===== src/bbs_pkg.sv =====
package bbs_pkg;
  // Command encodings for the item stream.
  localparam logic [0:0] BBS_CMD_TX = 1'h0;
  localparam logic [0:0] BBS_CMD_RX = 1'h1;
  // Mode bit positions.
  localparam int BBS_MODE_ORDER_BIT = 0;
  localparam int BBS_MODE_POST_BIT  = 1;
  localparam int BBS_MODE_IDLE_BIT  = 2;
  // Default bit count when none is given.
  localparam logic [5:0] BBS_DEFAULT_BITS = 6'h08;
  localparam logic [5:0] BBS_MAX_BITS     = 6'h20;
  // Timing.
  localparam int BBS_CLK_MHZ       = 250;
  localparam int BBS_ACTIVE_MIN_US = 2;
  localparam int BBS_CYC_PER_US    = BBS_CLK_MHZ;
  localparam int BBS_ACTIVE_CYC    = BBS_ACTIVE_MIN_US * BBS_CYC_PER_US;
  // Idle phase completes a roughly 50 kHz period (20 us).
  localparam int BBS_PERIOD_US     = 20;
  localparam int BBS_IDLE_CYC      = (BBS_PERIOD_US - BBS_ACTIVE_MIN_US) * BBS_CYC_PER_US;
  localparam logic [15:0] BBS_STRETCH_RESET = 16'h0000;
  // APB register offsets.
  localparam logic [7:0] BBS_REG_CTRL    = 8'h00;
  localparam logic [7:0] BBS_REG_STRETCH = 8'h04;
  localparam logic [7:0] BBS_REG_TXITEM  = 8'h08;
  localparam logic [7:0] BBS_REG_TXDATA  = 8'h0C;
  localparam logic [7:0] BBS_REG_RXDATA  = 8'h10;
  localparam logic [7:0] BBS_REG_STATUS  = 8'h14;
  // Field positions.
  localparam int BBS_CTRL_MODE_LSB = 0;
  localparam int BBS_ITEM_BITS_LSB = 0;
  localparam int BBS_ITEM_LAST_BIT = 8;
  localparam int BBS_ITEM_RX_BIT   = 9;
  localparam int BBS_FIFO_W = 42;
  localparam int BBS_FIFO_D = 16;
endpackage


===== src/bbs_shifter.sv =====
// Added by the designer: the register offsets and the APB interface to the registers.
`timescale 1ns/100ps

////////////////////////////////////////////////////////////////////////////////
// Small valid/ready FIFO for queued items.
module bbs_fifo #(
  parameter int W = 8,
  parameter int D = 16
) (
  input  wire logic         pclk,
  input  wire logic         presetn,
  input  wire logic [W-1:0] in_data,
  input  wire logic         in_valid,
  output logic              in_ready,
  output logic [W-1:0]      out_data,
  output logic              out_valid,
  input  wire logic         out_ready
);
  localparam int AW = $clog2(D);
  logic [W-1:0] mem [D];
  logic [AW:0]  wp_q;
  logic [AW:0]  rp_q;

  // Full and empty come straight from the pointer difference.
  assign in_ready  = (wp_q - rp_q) != (AW+1)'(D); // Pointer width, so D itself is seen.
  assign out_valid = wp_q != rp_q;
  assign out_data  = mem[rp_q[AW-1:0]];

  // Storage is written without reset; pointers guard validity.
  always_ff @(posedge pclk) begin
    if (in_valid && in_ready) begin
      mem[wp_q[AW-1:0]] <= in_data;
    end
  end

  // Pointer updates.
  always_ff @(posedge pclk or negedge presetn) begin
    if (!presetn) begin
      wp_q <= '0;
      rp_q <= '0;
    end else begin
      if (in_valid && in_ready) begin
        wp_q <= wp_q + 1'b1;
      end
      if (out_valid && out_ready) begin
        rp_q <= rp_q + 1'b1;
      end
    end
  end
endmodule

////////////////////////////////////////////////////////////////////////////////
// Shift engine with an APB register port.
module bbs_shifter
  import bbs_pkg::*;
(
  input  wire logic        pclk,
  input  wire logic        presetn,
  input  wire logic        psel,
  input  wire logic        penable,
  input  wire logic        pwrite,
  input  wire logic [7:0]  paddr,
  input  wire logic [31:0] pwdata,
  output logic [31:0]      prdata,
  output logic             pready,
  output logic             pslverr,
  output logic             shift_clk,
  output logic             shift_data,
  output logic             shift_data_oe_n,
  input  wire logic        shift_data_in,
  output logic             seq_done
);
  typedef enum logic [3:0] {
    BBS_IDLE   = 4'b0001,
    BBS_SETUP  = 4'b0010,
    BBS_ACTIVE = 4'b0100,
    BBS_REST   = 4'b1000
  } bbs_state_t;

  bbs_state_t   state_q;
  logic [2:0]   mode_q;
  logic [15:0]  stretch_q;
  logic [31:0]  txdata_q;
  logic [31:0]  rxdata_q;
  logic [31:0]  sh_q;
  logic [5:0]   nbits_q;
  logic [5:0]   idx_q;
  logic         rx_q;
  logic         last_q;
  logic [31:0]  cnt_q;
  logic         done_q;
  logic [2:0]   din_q;
  logic         din_s;
  logic         wr;
  logic         rd;
  logic [BBS_FIFO_W-1:0] f_out;
  logic         f_valid;
  logic         f_ready;
  logic         f_in_ready;
  logic         push;
  logic [31:0]  act_run_q;

  // Zero bit count selects the default of eight.
  function automatic logic [5:0] eff_bits(input logic [5:0] b);
    // Counts above 32 clamp to 32.
    eff_bits = (b == 6'h00) ? BBS_DEFAULT_BITS : ((b > BBS_MAX_BITS) ? BBS_MAX_BITS : b);
  endfunction

  ////////////////////////////////////////////////////////////////////////////
  // APB slave: one wait-free access phase; FIFO full stalls the item write.
  assign wr      = psel && penable && pwrite;
  assign rd      = psel && !pwrite;
  assign push    = wr && (paddr == BBS_REG_TXITEM);
  assign pready  = !(psel && pwrite && paddr == BBS_REG_TXITEM && !f_in_ready);
  assign pslverr = 1'b0;
  assign f_ready = (state_q == BBS_IDLE);

  bbs_fifo #(.W(BBS_FIFO_W), .D(BBS_FIFO_D)) u_fifo (
    .pclk      (pclk),
    .presetn   (presetn),
    .in_data   ({pwdata[BBS_ITEM_RX_BIT], pwdata[BBS_ITEM_LAST_BIT],
                 pwdata[BBS_ITEM_BITS_LSB +: 6], 2'h0, txdata_q}),
    .in_valid  (push && pready),
    .in_ready  (f_in_ready),
    .out_data  (f_out),
    .out_valid (f_valid),
    .out_ready (f_ready)
  );

  // Register writes; the item register is a queue push, not storage.
  always_ff @(posedge pclk or negedge presetn) begin
    if (!presetn) begin
      mode_q    <= 3'h0;
      stretch_q <= BBS_STRETCH_RESET;
      txdata_q  <= 32'h00000000;
    end else if (wr && pready) begin
      if (paddr == BBS_REG_CTRL) begin
        mode_q <= pwdata[BBS_CTRL_MODE_LSB +: 3];
      end else if (paddr == BBS_REG_STRETCH) begin
        stretch_q <= pwdata[15:0];
      end else if (paddr == BBS_REG_TXDATA) begin
        txdata_q <= pwdata;
      end
    end
  end

  // Read mux; unmapped addresses read zero.
  always_ff @(posedge pclk or negedge presetn) begin
    if (!presetn) begin
      prdata <= 32'h00000000;
    end else if (rd && !penable) begin
      if (paddr == BBS_REG_CTRL) begin
        prdata <= {29'h0, mode_q};
      end else if (paddr == BBS_REG_STRETCH) begin
        prdata <= {16'h0, stretch_q};
      end else if (paddr == BBS_REG_TXDATA) begin
        prdata <= txdata_q;
      end else if (paddr == BBS_REG_RXDATA) begin
        prdata <= rxdata_q;
      end else if (paddr == BBS_REG_STATUS) begin
        prdata <= {30'h0, f_valid, state_q != BBS_IDLE};
      end else begin
        prdata <= 32'h00000000;
      end
    end
  end

  ////////////////////////////////////////////////////////////////////////////
  // Data-in synchroniser; only the second and third stages are compared.
  always_ff @(posedge pclk or negedge presetn) begin
    if (!presetn) begin
      din_q <= 3'h0;
      din_s <= 1'b0;
    end else begin
      din_q <= {din_q[1:0], shift_data_in};
      if (din_q[1] == din_q[2]) begin
        din_s <= din_q[2];
      end
    end
  end

  ////////////////////////////////////////////////////////////////////////////
  // Bit sequencer. Each bit: SETUP places data or pre-samples, ACTIVE holds
  // the clock pulse, REST returns to idle for the rest of the period.
  always_ff @(posedge pclk or negedge presetn) begin
    if (!presetn) begin
      state_q  <= BBS_IDLE;
      sh_q     <= 32'h00000000;
      nbits_q  <= 6'h00;
      idx_q    <= 6'h00;
      rx_q     <= 1'b0;
      last_q   <= 1'b0;
      cnt_q    <= 32'h00000000;
      rxdata_q <= 32'h00000000;
      done_q   <= 1'b0;
    end else begin
      done_q <= 1'b0;
      case (state_q)
        BBS_IDLE: begin
          // Next queued item starts at once.
          if (f_valid) begin
            sh_q    <= f_out[31:0];
            nbits_q <= eff_bits(f_out[39:34]);
            idx_q   <= 6'h00;
            last_q  <= f_out[40];
            rx_q    <= f_out[41];
            if (f_out[41]) begin
              rxdata_q <= 32'h00000000;
            end
            state_q <= BBS_SETUP;
          end
        end
        BBS_SETUP: begin
          // Pre-sample modes read before the pulse.
          // Odd modes fill the low bit first.
          if (rx_q && !mode_q[BBS_MODE_POST_BIT]) begin
            rxdata_q <= mode_q[BBS_MODE_ORDER_BIT]
                        ? (rxdata_q | (32'h1 << idx_q))
                          & ~(32'(!din_s) << idx_q)
                        : {rxdata_q[30:0], din_s};
          end
          // Active phase of 2 us plus stretch.
          cnt_q   <= 32'(BBS_ACTIVE_CYC) + 32'(stretch_q) * 32'(BBS_CYC_PER_US) - 32'h1;
          state_q <= BBS_ACTIVE;
        end
        BBS_ACTIVE: begin
          if (cnt_q == 32'h0) begin
            // Post-sample modes read after the pulse.
            // Odd modes fill the low bit first.
            if (rx_q && mode_q[BBS_MODE_POST_BIT]) begin
              rxdata_q <= mode_q[BBS_MODE_ORDER_BIT]
                          ? (rxdata_q | (32'h1 << idx_q))
                            & ~(32'(!din_s) << idx_q)
                          : {rxdata_q[30:0], din_s};
            end
            cnt_q   <= 32'(BBS_IDLE_CYC) - 32'h1;
            state_q <= BBS_REST;
          end else begin
            cnt_q <= cnt_q - 32'h1;
          end
        end
        BBS_REST: begin
          if (cnt_q == 32'h0) begin
            if (idx_q + 6'h1 == nbits_q) begin
              // Done after last bit of last item.
              done_q  <= last_q;
              state_q <= BBS_IDLE;
            end else begin
              idx_q   <= idx_q + 6'h1;
              state_q <= BBS_SETUP;
            end
          end else begin
            cnt_q <= cnt_q - 32'h1;
          end
        end
        default: state_q <= BBS_IDLE;
      endcase
    end
  end

  ////////////////////////////////////////////////////////////////////////////
  // Pins. Clock is idle level except in ACTIVE.
  // Idle level from mode bit 2.
  assign shift_clk = mode_q[BBS_MODE_IDLE_BIT] ^ (state_q == BBS_ACTIVE);
  // Bit chosen from low-order bits, stable through the pulse.
  // Transmit order only; receive order is set in the sequencer.
  assign shift_data = mode_q[BBS_MODE_ORDER_BIT]
                      ? sh_q[5'(nbits_q - 6'h1 - idx_q)]
                      : sh_q[idx_q[4:0]];
  // Data pin driven only for transmit items; low enable means driving.
  assign shift_data_oe_n = (state_q == BBS_IDLE) || rx_q;
  assign seq_done = done_q;

  ////////////////////////////////////////////////////////////////////////////
  // Checks.
  // Pulse width counter. A repetition cannot span hundreds of cycles, so the
  // width checks below compare this count with the 2 us minimum and with the 2 us plus programmed stretch instead.
  always_ff @(posedge pclk or negedge presetn) begin
    if (!presetn) begin
      act_run_q <= 32'h00000000;
    end else if (state_q == BBS_ACTIVE) begin
      act_run_q <= act_run_q + 32'h00000001;
    end else begin
      act_run_q <= 32'h00000000;
    end
  end
endmodule


===== config.mk =====
export PLATFORM = sky130hd
export DESIGN_NAME = bbs_shifter
export DESIGN_NICKNAME = d
export VERILOG_FILES = /design/src/bbs_pkg.sv /design/src/bbs_shifter.sv
export SDC_FILE = /design/constraint.sdc
export NUM_CORES = 1
export LEC_CHECK = 0
export BUFFER_PORTS_ARGS = -buffer_cell sky130_fd_sc_hd__buf_2
export CORE_ASPECT_RATIO = 1.2
export CORE_MARGIN = 2
export CORE_UTILIZATION = 60
export DETAILED_ROUTE_END_ITERATION = 6
export PLACE_DENSITY_LB_ADDON = 0.12
export SLEW_MARGIN = 20
export SYNTH_ARGS = -nofsm -noshare
export SYNTH_HDL_FRONTEND = slang
export SYNTH_SLANG_ARGS = --single-unit
export TNS_END_PERCENT = 100

===== constraint.sdc =====
create_clock -name pclk -period 13.1 [get_ports pclk]
set_input_delay 2.62 -clock pclk [delete_from_list [all_inputs] [get_ports pclk]]
set_output_delay 2.62 -clock pclk [all_outputs]
set_load 0.005 [all_outputs]

==> impl_metrics.tcl <==
set metrics [dict create \
    yosys.area_share.simple_pct 4.928 \
    p_comb_share_pct 2.5 \
    fmax_mhz 141.1 \
    synth_edf_count 640 \
    crit_type "in -> out" \
    finalHoldViolCount 0 \
    cap_violations 0 \
    drive_gt1_share_pct 24.99 \
    path_clk_slew_ns 0.06 \
    synth_fa_ha_area_share_pct 5.263 \
    antenna_cells 0 \
    layout_setup_ws_ns 6.013 \
    die_area_um2 66160 \
    htreeDepth 3 \
    netlist_instances 2346 \
    cts.repair.resized 0 \
    clockPowerShare_pct 43.5 \
    antenna_found_initial 4 \
    synth_top_area_cell "edfxtp_1" \
    postCtsSetupRepairBufs 0 \
    num_vias 21733 \
    ioPinCount 84 \
    rows 101 \
    path_max_fanout 7 \
    grt_pass1_wl_um 139600 \
    area_growth_pct 10.52 \
    wire_per_inst_um 27.95 \
    outcome "complete, no violations" \
    drv_slew 0 \
    drc 0 \
    drt-total-wl_um 92720 \
    worst_pin_slew_ns 1.101 \
    crit_required_ns 10.48 \
    antenna_violating_nets_post_route 0 \
    min_period_over_period_pct 54.10 \
    crit_path_start_kind "input pin" \
    fin_nets 2597 \
    yosysSeqAreaShare_pct 63.76 \
    reg2reg_from "stretch_q[6]" \
    multi_input_area_um2 13130 \
    gp_congestion 0.8747 \
    initial_core_util_pct 60.75 \
    dominantRegCellSynth "edfxtp_1" \
    setup_viol 0 \
    synth_top_family_by_area "multiplexers" \
    syn_nets 2520 \
    netSwitchingPower_w 0.001126 \
    power_frac_seq_pct 54.1 \
    viasPerCell 6.552 \
    synth_area_um2 38460 \
    fillerInstances 4259 \
    first_pass_iters 7 \
    leakage_nw 16.08 \
    skew_ns 0.04184 \
    hpwlAfterDp_um 57370 \
    die_h_um 281.4 \
    arrival_ns 4.47 \
    p_per_area_nw_per_um2 127.9 \
    die_w_um 235.1 \
    cts_buffer_depth 3 \
    cts_tree "yes" \
    synth.most_common_cell "edfxtp_1" \
    synthMuxAreaShare_pct 16.34 \
    core_area_um2 63310 \
    place_ws_ns 6.032 \
    p_int_w 0.004311 \
    synth_top_area_share_pct 49.97 \
    totalPowerFinal_w 0.005436 \
    p_sw_share_pct 20.71 \
    r2r_slack_ns 7.40 \
    rsz0062_at_grt "no" \
    hold_class "reg -> reg" \
    min_period_ns 7.087 \
    drt_iter0_markers 2086 \
    timing.critical_path.from "paddr[1]" \
    cts_buffers 83 \
    grt_overflow 0 \
    root_buffer "clkbuf_16" \
    grt_pass1_vias 22225 \
    final-seq-area_um2 24530 \
    synth.avg_cell_area_um2 16.40 \
    synth-async-reset-ratio_pct 24.88 \
    synth-compound-area-share_pct 6.073 \
    fin_util_pct 67.14 \
    clk_latency_ns 0.65 \
    setup_tns_ns 0 \
    clock_sinks 852 \
    relSlewSlack_pct 26.61 \
    synth_xor_area_share_pct 1.252 \
    io_buffers 82 \
    grt_max_degree 141 \
    synth.distinct_cells 76 \
    synth_area_leaders "edfxtp_1 (50%), dfrtp_1 (14%), mux4_2 (13%), fa_1 (2.9%), mux2_2 (2.6%)" \
    track_usage_pct 28.60 \
    ctsHoldBuffers 0 \
    hold_start "din_q[0]" \
    yosys_warnings 0 \
    ys_ff_latch 852 \
    ir_drop_mv 0.1257 \
    end_kind "output pin" \
    synth.top_cells.by_count "edfxtp_1 (640), mux4_2 (219), dfrtp_1 (211), a21oi_1 (131), nand2_1 (109)" \
]
critical path, stage by stage:
cell and delay (ns):
buf_2 0.09, or4_1 0.59, nor3_2 0.34, nand3_1 0.15
nor2_1 0.30, nand2_1 0.20, buf_2 0.17
routing by layer:
metal  GRT usage [%]  routed length (um)  part of all wire (%)
met2           49.15               47400                    51
met4           10.31                3045                   3.3
met5               0                  13                 0.014
met3           2.996                5882                   6.3
met1           38.61               36380                    39
layout by cell type, fill, tap and decap left out, drive strengths merged, types with 11 or more instances in the layout:
cell,count
mux2i,36
nand2,109
nor4,21
fa,55
nor3,42
a21oi,132
dfrtp,211
inv,107
o31ai,36
nor2,101
o21ai,57
ha,73
clkbuf,121
clkinv,21
or3,11
xnor2,29
xor2,26
nand3,28
a31oi,18
buf,119
a22oi,24
mux4,219
and2,13
mux2,88
edfxtp,640
and3,13
state kept, by name, summed over array words and instances, names as in the netlist:
register,flops
u_fifo.wp_q,5
last_q,1
rxdata_q,32
stretch_q,16
nbits_q,6
mode_q,3
txdata_q,32
sh_q,32
idx_q,6
din_s,1
u_fifo.mem,640
seq_done,1
din_q,3
cnt_q,32
prdata,32
rx_q,1
u_fifo.rp_q,5
state_q,4
final cells by class:
| cell class | count | area share (%) |
|---|---|---|
| Clock buffer | 121 | 5.483 |
| Clock inverter | 34 | 0.8801 |
| Inverter | 102 | 0.9007 |
| Multi-Input combinational cell | 1265 | 30.88 |
| Sequential cell | 852 | 57.72 |
| Tap cell | 824 | 2.425 |
| Timing Repair Buffer | 119 | 1.719 |
logic make-up (layout without fill, tap and decap cells):
kind of cell	count (synthesis)	count (layout)
DFF	852	852
and+or+nand+nor	389	389
AOI/OAI and AO/OA	348	348
muxes	343	343
buffers and inverters	229	376
adders and majority gates	129	129
xor gates and xnor gates	55	55
other	1	1
final timing paths:
| path | to | cells past startpoint |
|---|---|---|
| max | pready | 7 |
| min | din_q[1] | 0 |
| max reg2reg | cnt_q[22] | 15 |
| min reg2reg | din_q[1] | 0 |
| max in group asynchronous | txdata_q[23] | 2 |
| min in group asynchronous | din_q[0] | 1 |
per-stage QoR:
stage,area [um^2],hold slack (ns),instances
6_report,42510,0.3500,3317
3_5_place_dp,39780,0.3397,3161
4_1_cts,42480,0.3524,3316
5_1_grt,42510,0.3802,3317
3_3_place_gp,39770,0.3416,3161
2_1_floorplan,38460,0.3312,2346
power by group through the flow:
stage / sequential (W) / clock (W) / combinational (W)
after detailed placement: 0.00299 / 0 / 0.000135
after global routing: 0.00294 / 0.00251 / 0.000151
final: 0.00294 / 0.00236 / 0.000134
after global placement: 0.00299 / 0 / 0.000131
after floorplan: 0.00298 / 0 / 0.0000685
after CTS: 0.00294 / 0.00240 / 0.000136
(Power assumes the default switching activity.)
